File: config.mk
export PLATFORM = sky130hd
export DESIGN_NAME = watchdog_supply_monitor_reset_flags
export DESIGN_NICKNAME = d
export VERILOG_FILES = /design/src/core/wdt_pkg.sv /design/src/core/watchdog_supply_monitor_reset_flags.sv
export SDC_FILE = /design/constraint.sdc
export NUM_CORES = 1
export LEC_CHECK = 0
export BUFFER_PORTS_ARGS = -buffer_cell sky130_fd_sc_hd__buf_2
export CAP_MARGIN = 20
export CORE_MARGIN = 4
export CORE_UTILIZATION = 60
export CTS_CLUSTER_SIZE = 14
export DETAILED_ROUTE_END_ITERATION = 16
export PLACE_DENSITY = 0.92
export SYNTH_ARGS = -nofsm -noshare
export SYNTH_HDL_FRONTEND = slang
export SYNTH_SLANG_ARGS = --single-unit
File: constraint.sdc
create_clock -name ref_clk -period 8.05 [get_ports ref_clk]
set_input_delay 0.4025 -clock ref_clk [delete_from_list [all_inputs] [get_ports ref_clk]]
set_output_delay 0.4025 -clock ref_clk [all_outputs]
set_load 0.05 [all_outputs]
File: src/core/wdt_pkg.sv
// constants, types and bus carrier for the watchdog, supply monitor and reset flags
// Behaviour
// - timeout in interrupt mode sets interrupt flag
// - vector execution clears interrupt flag
// - writing one clears interrupt flag
// - flag and enable request watchdog interrupt
// - interrupt mode gives interrupt, no reset
// - combined mode first timeout only sets flag
// - combined vector clears enable and flag
// - combined timeout with pending flag resets
// - programmed fuse forces reset on timeout
// - reset flag forces reset enable on
// - timeout is base cycles shifted by select
// - control bit four reads zero
// - supply below flag level sets flag
// - flag clears when disabled or recovered
// - enabled supply interrupt on flag rising
// - reset codes give power-on reset, no flag
// - flag codes set flag and interrupt
// - watchdog reset sets flag, power-on clears
// - external reset sets flag, power-on clears
// - power-on flag cleared only by software
// - counter runs on slow tick, clears often
// - disable or fused change needs unlock window
// - watchdog reset is one-cycle pulse
// - supply reset held while supply low
package wdt_pkg;
  // =====================================================================
  // register map: printed offsets are indices, byte address is four times
  localparam int unsigned IDX_WDT = 'h31;
  localparam int unsigned IDX_SUP = 'h34;
  localparam int unsigned IDX_RST = 'h3b;
  localparam logic [7:0] ADDR_WDT = 8'(IDX_WDT * 4);
  localparam logic [7:0] ADDR_SUP = 8'(IDX_SUP * 4);
  localparam logic [7:0] ADDR_RST = 8'(IDX_RST * 4);
  // =====================================================================
  // field positions
  localparam int unsigned WD_IF_BIT = 7;
  localparam int unsigned WD_IE_BIT = 6;
  localparam int unsigned WD_SEL3_BIT = 5;
  localparam int unsigned WD_RE_BIT = 3;
  localparam int unsigned SUP_F_BIT = 7;
  localparam int unsigned SUP_IE_BIT = 6;
  localparam int unsigned RF_WD_BIT = 3;
  localparam int unsigned RF_EXT_BIT = 1;
  localparam int unsigned RF_POR_BIT = 0;
  // =====================================================================
  // codes and timing
  localparam logic [3:0] WD_SEL_MAX = 4'h9;
  localparam logic [2:0] SUP_OFF = 3'h0;
  localparam logic [2:0] SUP_RST_LO = 3'h1;
  localparam logic [2:0] SUP_RST_HI = 3'h2;
  localparam logic [2:0] SUP_FLAG_LO = 3'h3;
  localparam logic [2:0] SUP_FLAG_HI = 3'h4;
  localparam logic [2:0] UNLOCK_WINDOW = 3'h4;
  localparam int unsigned WD_BASE_CYCLES = 2048;
  localparam int unsigned CNT_W = 20;
  localparam int unsigned SYS_CLK_KHZ = 50000;
  localparam int unsigned WD_OSC_KHZ = 128;
  localparam int unsigned OSC_DIV_DEFAULT = SYS_CLK_KHZ / WD_OSC_KHZ;
  localparam int unsigned DIV_W = 16;
  localparam logic [7:0] RDATA_IDLE = 8'h00;
  // =====================================================================
  // types
  typedef struct packed {
    logic wr;
    logic rd;
    logic [7:0] addr;
    logic [7:0] wdata;
  } bus_req_t;
  typedef enum logic [1:0] {WD_STOPPED, WD_IRQ, WD_RESET, WD_IRQ_RESET} wd_mode_t;
endpackage

File: src/core/watchdog_supply_monitor_reset_flags.sv
// watchdog timer, supply level monitor and reset-cause flag registers
`timescale 1ns/1ps
`default_nettype none
module watchdog_supply_monitor_reset_flags #(
  parameter int unsigned TIMEOUT_BASE = wdt_pkg::WD_BASE_CYCLES,
  parameter int unsigned OSC_DIV = wdt_pkg::OSC_DIV_DEFAULT
) (
  // clock and reset
  input wire logic ref_clk,
  input wire logic rst,
  // register port
  input wire wdt_pkg::bus_req_t req,
  output logic [7:0] rdata,
  // core events
  input wire logic watchdog_restart,
  input wire logic wdt_vector_taken,
  input wire logic change_protection_unlock,
  input wire logic external_reset_pulse,
  // fuse and analog comparator
  input wire logic watchdog_always_on_fuse,
  input wire logic supply_below_level,
  // requests
  output logic wdt_irq,
  output logic supply_irq,
  output logic wdt_reset_pulse,
  output logic supply_reset_hold
);

  // =====================================================================
  // elaboration checks
  if (TIMEOUT_BASE < 1 || TIMEOUT_BASE > wdt_pkg::WD_BASE_CYCLES) begin : g_chk_base
    $error("TIMEOUT_BASE out of range");
  end
  if (OSC_DIV < 1 || OSC_DIV >= (1 << wdt_pkg::DIV_W)) begin : g_chk_div
    $error("OSC_DIV out of range");
  end

  // =====================================================================
  // state
  logic fuse_on;
  logic [2:0] unlock_cnt;
  logic [wdt_pkg::DIV_W-1:0] osc_cnt;
  logic [wdt_pkg::CNT_W:0] wd_cnt;
  logic watchdog_interrupt_flag, watchdog_interrupt_enable, watchdog_reset_enable;
  logic [3:0] wdp;
  logic sup_flag, sup_ie;
  logic [2:0] sup_sel;
  logic watchdog_reset_flag, external_reset_flag, power_on_reset_flag;
  logic next_watchdog_interrupt_flag, next_watchdog_interrupt_enable, next_wde;
  logic [3:0] next_wdp;
  logic next_watchdog_reset_flag, next_external_reset_flag, next_power_on_reset_flag;

  // =====================================================================
  // bus decode
  wire wr_wdt = req.wr && req.addr == wdt_pkg::ADDR_WDT;
  wire wr_sup = req.wr && req.addr == wdt_pkg::ADDR_SUP;
  wire wr_rst = req.wr && req.addr == wdt_pkg::ADDR_RST;
  wire [7:0] d = req.wdata;
  wire [3:0] d_wdp_raw = {d[wdt_pkg::WD_SEL3_BIT], d[2:0]};
  // reserved selects clamp to the longest legal period
  wire [3:0] d_wdp = (d_wdp_raw > wdt_pkg::WD_SEL_MAX) ? wdt_pkg::WD_SEL_MAX : d_wdp_raw;
  wire [2:0] d_sel = (d[2:0] > wdt_pkg::SUP_FLAG_HI) ? wdt_pkg::SUP_FLAG_HI : d[2:0];

  // =====================================================================
  // watchdog mode
  wire unlocked = unlock_cnt != 3'h0;
  wire wde_eff = watchdog_reset_enable | watchdog_reset_flag | fuse_on;
  wire wd_running = wde_eff | watchdog_interrupt_enable;
  wdt_pkg::wd_mode_t mode;
  // fuse overrides both enable bits
  assign mode = (fuse_on || (wde_eff && !watchdog_interrupt_enable)) ? wdt_pkg::WD_RESET :
                (wde_eff && watchdog_interrupt_enable) ? wdt_pkg::WD_IRQ_RESET :
                watchdog_interrupt_enable ? wdt_pkg::WD_IRQ : wdt_pkg::WD_STOPPED;

  // =====================================================================
  // slow tick and timeout
  wire osc_tick = osc_cnt == wdt_pkg::DIV_W'(OSC_DIV - 1);
  wire [wdt_pkg::CNT_W:0] wd_period = (wdt_pkg::CNT_W + 1)'(TIMEOUT_BASE) << wdp;
  wire [wdt_pkg::CNT_W:0] wd_last = wd_period - (wdt_pkg::CNT_W + 1)'(1);
  wire timeout = osc_tick && wd_running && wd_cnt == wd_last;
  // a pending flag at the second timeout means the handler never ran
  wire fire_reset = timeout && (mode == wdt_pkg::WD_RESET ||
                    (mode == wdt_pkg::WD_IRQ_RESET && watchdog_interrupt_flag));
  wire set_watchdog_interrupt_flag = timeout && (mode == wdt_pkg::WD_IRQ ||
                  (mode == wdt_pkg::WD_IRQ_RESET && !watchdog_interrupt_flag));
  wire sup_is_rst = sup_sel == wdt_pkg::SUP_RST_LO || sup_sel == wdt_pkg::SUP_RST_HI;
  wire sup_is_flag = sup_sel == wdt_pkg::SUP_FLAG_LO || sup_sel == wdt_pkg::SUP_FLAG_HI;
  // a supply-monitor reset acts like a power-on reset on the flags
  wire por_event = supply_reset_hold;
  wire dev_reset = fire_reset || external_reset_pulse || por_event;
  wire next_sup_flag = sup_is_flag && supply_below_level;
  wire next_sup_hold = sup_is_rst && supply_below_level;

  // =====================================================================
  // watchdog control next values
  always_comb begin
    next_watchdog_interrupt_flag = watchdog_interrupt_flag;
    next_watchdog_interrupt_enable = watchdog_interrupt_enable;
    next_wde = watchdog_reset_enable;
    next_wdp = wdp;
    if (wr_wdt) begin
      next_watchdog_interrupt_enable = d[wdt_pkg::WD_IE_BIT];
      // enabling is free, disabling needs the window and a clear reset flag
      next_wde = d[wdt_pkg::WD_RE_BIT] | (watchdog_reset_enable & !(unlocked && !watchdog_reset_flag));
      if (!fuse_on || unlocked) begin
        next_wdp = d_wdp;
      end
    end
    if (wdt_vector_taken && mode == wdt_pkg::WD_IRQ_RESET) begin
      next_watchdog_interrupt_enable = 1'b0;
    end
    // clear by vector or by writing one; a new timeout wins over both
    if ((wr_wdt && d[wdt_pkg::WD_IF_BIT]) || wdt_vector_taken) begin
      next_watchdog_interrupt_flag = 1'b0;
    end
    if (set_watchdog_interrupt_flag) begin
      next_watchdog_interrupt_flag = 1'b1;
    end
    if (dev_reset) begin
      next_watchdog_interrupt_flag = 1'b0;
      next_watchdog_interrupt_enable = 1'b0;
      next_wdp = 4'h0;
    end
  end

  // =====================================================================
  // reset flag next values; a set in the clearing cycle wins
  always_comb begin
    next_watchdog_reset_flag = watchdog_reset_flag;
    next_external_reset_flag = external_reset_flag;
    next_power_on_reset_flag = power_on_reset_flag;
    if (wr_rst) begin
      next_watchdog_reset_flag = watchdog_reset_flag & d[wdt_pkg::RF_WD_BIT];
      next_external_reset_flag = external_reset_flag & d[wdt_pkg::RF_EXT_BIT];
      next_power_on_reset_flag = power_on_reset_flag & d[wdt_pkg::RF_POR_BIT];
    end
    if (fire_reset) begin
      next_watchdog_reset_flag = 1'b1;
    end
    if (external_reset_pulse) begin
      next_external_reset_flag = 1'b1;
    end
    if (por_event) begin
      next_watchdog_reset_flag = 1'b0;
      next_external_reset_flag = 1'b0;
      next_power_on_reset_flag = 1'b1;
    end
  end

  // =====================================================================
  // read mux; unused bits read zero
  wire [7:0] rd_wdt = {watchdog_interrupt_flag, watchdog_interrupt_enable, wdp[3], 1'b0, wde_eff, wdp[2:0]};
  wire [7:0] rd_sup = {sup_flag, sup_ie, 3'b000, sup_sel};
  wire [7:0] rd_rst = {4'h0, watchdog_reset_flag, 1'b0, external_reset_flag, power_on_reset_flag};
  wire [7:0] rd_mux = (req.addr == wdt_pkg::ADDR_WDT) ? rd_wdt :
                      (req.addr == wdt_pkg::ADDR_SUP) ? rd_sup :
                      (req.addr == wdt_pkg::ADDR_RST) ? rd_rst : wdt_pkg::RDATA_IDLE;

  // =====================================================================
  // fuse sampled at reset; the strap is static in normal use
  always_ff @(posedge ref_clk) begin
    if (rst) begin
      fuse_on <= !watchdog_always_on_fuse;
    end
  end

  // unlock window of a few cycles after the signature
  always_ff @(posedge ref_clk) begin
    if (rst || change_protection_unlock) begin
      unlock_cnt <= rst ? 3'h0 : wdt_pkg::UNLOCK_WINDOW;
    end else if (unlocked) begin
      unlock_cnt <= unlock_cnt - 3'h1;
    end
  end

  // slow oscillator stand-in, free running
  always_ff @(posedge ref_clk) begin
    if (rst || osc_tick) begin
      osc_cnt <= '0;
    end else begin
      osc_cnt <= osc_cnt + wdt_pkg::DIV_W'(1);
    end
  end

  // watchdog counter: restart, disable, reset and timeout all clear it
  always_ff @(posedge ref_clk) begin
    if (rst || dev_reset || watchdog_restart || !wd_running || timeout) begin
      wd_cnt <= '0;
    end else if (osc_tick) begin
      wd_cnt <= wd_cnt + (wdt_pkg::CNT_W + 1)'(1);
    end
  end

  // watchdog control register
  always_ff @(posedge ref_clk) begin
    if (rst) begin
      watchdog_interrupt_flag <= 1'b0;
      watchdog_interrupt_enable <= 1'b0;
      watchdog_reset_enable <= 1'b0;
      wdp <= 4'h0;
    end else begin
      watchdog_interrupt_flag <= next_watchdog_interrupt_flag;
      watchdog_interrupt_enable <= next_watchdog_interrupt_enable;
      watchdog_reset_enable <= next_wde;
      wdp <= next_wdp;
    end
  end

  // supply monitor register and flag
  always_ff @(posedge ref_clk) begin
    if (rst) begin
      sup_ie <= 1'b0;
      sup_sel <= wdt_pkg::SUP_OFF;
      sup_flag <= 1'b0;
    end else begin
      if (wr_sup) begin
        sup_ie <= d[wdt_pkg::SUP_IE_BIT];
        sup_sel <= d_sel;
      end
      sup_flag <= next_sup_flag;
    end
  end

  // reset cause flags; rst itself is the power-on reset
  always_ff @(posedge ref_clk) begin
    if (rst) begin
      watchdog_reset_flag <= 1'b0;
      external_reset_flag <= 1'b0;
      power_on_reset_flag <= 1'b1;
    end else begin
      watchdog_reset_flag <= next_watchdog_reset_flag;
      external_reset_flag <= next_external_reset_flag;
      power_on_reset_flag <= next_power_on_reset_flag;
    end
  end

  // registered outputs
  always_ff @(posedge ref_clk) begin
    if (rst) begin
      rdata <= wdt_pkg::RDATA_IDLE;
      wdt_irq <= 1'b0;
      supply_irq <= 1'b0;
      wdt_reset_pulse <= 1'b0;
      supply_reset_hold <= 1'b0;
    end else begin
      rdata <= req.rd ? rd_mux : wdt_pkg::RDATA_IDLE;
      wdt_irq <= next_watchdog_interrupt_flag && next_watchdog_interrupt_enable;
      supply_irq <= next_sup_flag && !sup_flag && sup_ie;
      wdt_reset_pulse <= fire_reset;
      supply_reset_hold <= next_sup_hold;
    end
  end
endmodule
`default_nettype wire

[Word-level counts from Yosys, hierarchy flattened]
Index checks and enable logic that the tools add are counted.
Word-level totals
  bits in writable memories: 0
  memories: 0
  bits of input ports: 26
  output and inout bits: 12
  memory bits (read-only): 0
  bits in registers: 68
  word-level logic and storage cells: 120
  latch bits: 0
Operators by class
  shifts and indexed selects: 1
  bitwise gates (word level): 9
  divide/modulo/power cells: 0
  muxes and demuxes: 21
  eq/ne operators: 12
  reduce and logical (&&, ||, !) cells: 51
  add/sub/neg operators: 4
  $lt $le $gt $ge: 2
  multiply operators: 0
Operators by type and width (number)
  $eq 8x8->1 const B: 3
  $add 21x1->21 const B: 1
  $eq 21x21->1: 1
  $shl 12x4->21 const A: 1
  $sub 21x1->21 const B: 1
  $logic_and 1x1->1: 19
  $add 16x1->16 const B: 1
  $eq 16x9->1 const B: 1
  $mux 8: 2
  $logic_or 1x1->1: 15
  $mux 3: 4
  $mux 1: 11
  $logic_not 1->1: 8
  $mux 4: 2
  $eq 3x2->1 const B: 2
  $reduce_bool 2->1: 3
  $reduce_or 2->1: 3
  $and 1x1->1: 4
  $eq 2x2->1 const B: 2
  $gt 4x4->1 const B: 1
  $mux 2: 2
  $or 1x1->1: 4
  $reduce_or 4->1: 1
  $eq 3x1->1 const B: 1
  other kinds (7): 7

[Longest topological paths before layout]
  depth in word-level cells: 15
  mapped depth: 13

[Least setup slack after synthesis]
Ideal clock, no wire load.
  path kind: register to register
  start: reg wdp[3]
  end: reg wd_cnt[0] in the netlist's numbering
  path buffers: 3
  clock period less this slack: 2.836 ns
  stages on the path, launching flop included: 12
  data arrival time: 2.721 ns
  setup slack: 5.214 ns
  path through: dfxtp_1 buf_2 clkbuf_1 nand3b_1 ha_1 xnor2_1 or4_1 a211oi_2 o2111ai_2 o31ai_4 buf_6 nor2_1
On the way
  longest elaborated chain between the ends: 11
Ends and longest elaborated chain
  start, declared: RTL line watchdog_supply_monitor_reset_flags.sv:45  | logic [3:0] wdp;
  start signal, assigned: RTL line watchdog_supply_monitor_reset_flags.sv:205  | wdp <= next_wdp;
  $shl 12x4->21 *: RTL line watchdog_supply_monitor_reset_flags.sv:78  | wire [wdt_pkg::CNT_W:0] wd_period = (wdt_pkg::CNT_W + 1)'(TIMEOUT_BASE) << wdp;
  $sub 21x1->21 *: RTL line watchdog_supply_monitor_reset_flags.sv:79  | wire [wdt_pkg::CNT_W:0] wd_last = wd_period - (wdt_pkg::CNT_W + 1)'(1);
  $eq 21x21->1 *: RTL line watchdog_supply_monitor_reset_flags.sv:80  | wire timeout = osc_tick && wd_running && wd_cnt == wd_last;
  $logic_and 1x1->1 *: RTL line watchdog_supply_monitor_reset_flags.sv:80
  $logic_and 1x1->1: RTL line watchdog_supply_monitor_reset_flags.sv:82  | wire fire_reset = timeout && (mode == wdt_pkg::WD_RESET ||
  $logic_or 1x1->1 (2 in series): RTL line watchdog_supply_monitor_reset_flags.sv:90  | wire dev_reset = fire_reset || external_reset_pulse || por_event;
  $logic_or 1x1->1 (3 in series): RTL line watchdog_supply_monitor_reset_flags.sv:187  | if (rst || dev_reset || watchdog_restart || !wd_running || timeout) begin
  $logic_or 1x1->1 *: RTL line watchdog_supply_monitor_reset_flags.sv:187
  end signal, assigned: RTL line watchdog_supply_monitor_reset_flags.sv:190  | wd_cnt <= wd_cnt + (wdt_pkg::CNT_W + 1)'(1);
  end, declared: RTL line watchdog_supply_monitor_reset_flags.sv:43  | logic [wdt_pkg::CNT_W:0] wd_cnt;
Mark *: on every way between the ends. The rest lies on a longest branch, timed or not.
A chain may end at the register's enable or synchronous reset.

[Worst setup path after layout]
  start: reg wdp[2]
  end: reg wd_cnt[14] in the netlist's numbering
The elaborated chain is that of the path after synthesis.

==> impl_results.rst <==
.. list-table::
   :header-rows: 1

   * - Metric
     - Value
   * - Result of the run
     - completed
   * - Highest fanout seen on the critical path
     - 16
   * - Cts repair resizes
     - 0
   * - Post-cts hold buffer count
     - 0
   * - Final core utilization
     - 68.6%
   * - Master cell of the clock root buffer
     - clkbuf_8
   * - Maxcap violations
     - 0
   * - Setup repair after global routing missed its margin
     - no
   * - EDFF count, synth
     - 4
   * - Kind of critical path
     - flop to flop
   * - Area taken by multi-input logic gates
     - 0.00187 mm2
   * - Required time of the critical path
     - 8.26 ns
   * - Area overhead of the layout relative to synthesis
     - 11.5%
   * - Synth top area cells
     - dfxtp_1 (37%), nor2_1 (7.6%), xnor2_1 (5.5%), xor2_1 (4.2%), edfxtp_1 (3.6%)
   * - Clock slew at the register clock pins of the worst setup and hold paths
     - 0.07 ns
   * - Grt ovf
     - 0
   * - Most frequent cells in the layout
     - nor2_1 (68), dfxtp_1 (63), buf_2 (35), nand2_1 (28), xnor2_1 (21)
   * - Post-synth ARST share
     - 0%
   * - Part of the Yosys area used for sequential elements
     - 41.0%
   * - CTS tree
     - done
   * - GRT Total Usage
     - 23.1%
   * - Placement row count
     - 27
   * - Final Hold Fails
     - 0
   * - Flip-flop and latch count after synthesis
     - 67
   * - WL per Instance
     - 15.3 um
   * - Number of global-route vias before repair
     - 2878
   * - Source-to-sink clock delay at the later pin of the worst-skew pair
     - 0.35 ns
   * - Wire length of the first global-routing pass
     - 13200 um
   * - Number of buffers on the longest clock path
     - 2
   * - Final clock skew
     - 0.00771 ns
   * - Area share of the largest cell type after synthesis
     - 37.4%
   * - Die span in y
     - 82.9 um
   * - Most common flop cell mapped by yosys
     - dfxtp_1
   * - Die Area
     - 0.00688 mm2
   * - Detailed Route Iter0 Violations
     - 265
   * - Power density normalized to cell area
     - 173 mW/mm2
   * - Maximum operating frequency
     - 0.303 GHz
   * - Syn Area/Cell
     - 8.70 um2
   * - Worst slew pin tran
     - 0.693 ns
   * - Core outline area
     - 0.00547 mm2
   * - Setup slack after layout
     - 4.75 ns
   * - Path category of the worst min-delay check
     - primary input to flop
   * - Final setup fails
     - 0
   * - Pleak
     - 1.31 nW
   * - Ratio of routed vias to standard cells
     - 5.89
   * - Via count
     - 2914
   * - Clock sink count
     - 67
   * - Final weighted congestion in routability-driven placement
     - 0.892
   * - Overall die width
     - 82.9 um
   * - Hold Worst Slack
     - 0.284 ns
   * - H-tree lvl count
     - 3
   * - Post-placement setup slack
     - 4.80 ns
   * - Number of antenna violations at the first check in global routing
     - 0
   * - Rel. slew slack
     - 53.4%
   * - Maximum vdd drop
     - 0.171 mV
   * - Post-detailed-placement half-perimeter wirelength
     - 5320 um
   * - Number of CTS-inserted buffers
     - 9
   * - Share of final-layout standard cells stronger than drive strength 1
     - 15.6%
   * - Initial cell density of the core
     - 61.5%
   * - Endpoint type of the worst setup path
     - flop
   * - 1st-pass router iterations
     - 6
   * - Number of port buffers
     - 35
   * - Sum of routed wire length over all layers
     - 7580 um
   * - Endpoint arrival time on the critical path
     - 3.52 ns
   * - Leading cell type in the layout, fill and taps excluded
     - nor2_1
   * - Pins Over Slew Limit
     - 0
   * - Shortest clock period the worst path allows after layout
     - 3.30 ns
   * - DRC violations left
     - 0
   * - Number of setup buffers added after CTS
     - 0
   * - Mapped cell area
     - 0.00337 mm2
   * - Area used by sequential logic in the layout
     - 0.00138 mm2
   * - Total power consumption of the routed design
     - 0.649 mW
   * - Final-layout fill cell count
     - 420
   * - Nature of the critical path startpoint
     - flop
   * - Setup TNS
     - 0 ns
   * - Total I/O pin count
     - 38
   * - Number of distinct library cells after synthesis
     - 59
   * - Final cycle utilization of the critical path
     - 41.0%
   * - Detail Route Antenna Nets
     - 0
   * - Synth Instances
     - 387
   * - Yosys warnings
     - 0
   * - Number of diodes
     - 0
   * - Area leader, netlist
     - dfxtp_1
   * - Pin count of the biggest net entering global routing
     - 21
   * - Final-stage net count
     - 451
   * - Total nets after synthesis
     - 419
worst max-delay path, stage by stage (launching register included):
cell	delay, ns
dfxtp_1	0.47
nor2_1	0.33
nand3b_1	0.14
ha_1	0.32
xnor2_1	0.13
or4_1	0.50
a211oi_2	0.19
o2111ai_2	0.27
o31ai_4	0.70
nor2_1	0.12
Yosys cell counts (all sizes together) (4+ instances only):
| cell | number |
|---|---|
| nor2 | 68 |
| dfxtp | 63 |
| nand2 | 28 |
| xnor2 | 21 |
| nand3 | 17 |
| a21oi | 16 |
| xor2 | 16 |
| nor3 | 15 |
| inv | 10 |
| clkbuf | 9 |
| o21ai | 9 |
| or3 | 9 |
| nand2b | 8 |
| nand4 | 7 |
| o21a | 7 |
| buf | 6 |
| ha | 6 |
| nor4 | 6 |
| a22oi | 4 |
| and4 | 4 |
| edfxtp | 4 |
| mux2i | 4 |
| nand3b | 4 |
| nor3b | 4 |
flip-flops by register name, summed over array words and instances, names as in the netlist:
| register | flops |
|---|---|
| wd_cnt | 21 |
| osc_cnt | 16 |
| rdata | 7 |
| wdp | 4 |
| sup_sel | 3 |
| unlock_cnt | 3 |
| external_reset_flag | 1 |
| fuse_on | 1 |
| power_on_reset_flag | 1 |
| sup_flag | 1 |
| sup_ie | 1 |
| supply_irq | 1 |
| supply_reset_hold | 1 |
| watchdog_interrupt_enable | 1 |
| watchdog_interrupt_flag | 1 |
| watchdog_reset_enable | 1 |
| watchdog_reset_flag | 1 |
| wdt_irq | 1 |
| wdt_reset_pulse | 1 |
routing by layer:
metal / vias to the layer above / GRT usage (%) / wire [um]
li1: 1420 / - / -
met1: 1384 / 27.9 / 3160
met2: 90 / 38.9 / 3810
met3: 20 / 6.25 / 383
met4: 0 / 8.92 / 226
met5: - / 0 / 0
cells by family after synthesis:
group,share of synthesized area [%]
fa+ha+maj,2.23
buf+inv,3.42
other cells,0.111
simple gates,30.7
mux,1.19
xor+xnor,9.62
compound gates,11.7
flops,41.0
metrics by stage:
step | instances | instance area (um2)
2_1_floorplan | 387 | 3370
3_5_place_dp | 480 | 3560
6_report | 495 | 3750
4_1_cts | 495 | 3750
5_1_grt | 495 | 3750
3_3_place_gp | 480 | 3560
cell type report:
cell class	instances	share of cell area, %
Inverter	10	1.00
Timing Repair Buffer	36	4.87
Sequential cell	67	36.8
Tap cell	72	2.40
Clock buffer	11	3.77
Clock inverter	4	1.33
Multi-Input combinational cell	295	49.9
worst paths after layout:
check                           depth (start not counted)  slack [ns]             endpoint                  from
worst max register to register                          9        4.75           wd_cnt[14]                wdp[2]
worst min-delay path                                    2        0.28  external_reset_flag  external_reset_pulse
worst min register to register                          1        0.46           supply_irq              sup_flag
worst max-delay path                                    9        4.75           wd_cnt[14]                wdp[2]
power by group:
part | total, mW | switching, mW | internal, mW
Clock | 0.272 | 0.122 | 0.150
Sequential | 0.343 | 0.00349 | 0.340
Combinational | 0.0338 | 0.0199 | 0.0139
No activity file was read; power rests on OpenSTA's default activity.
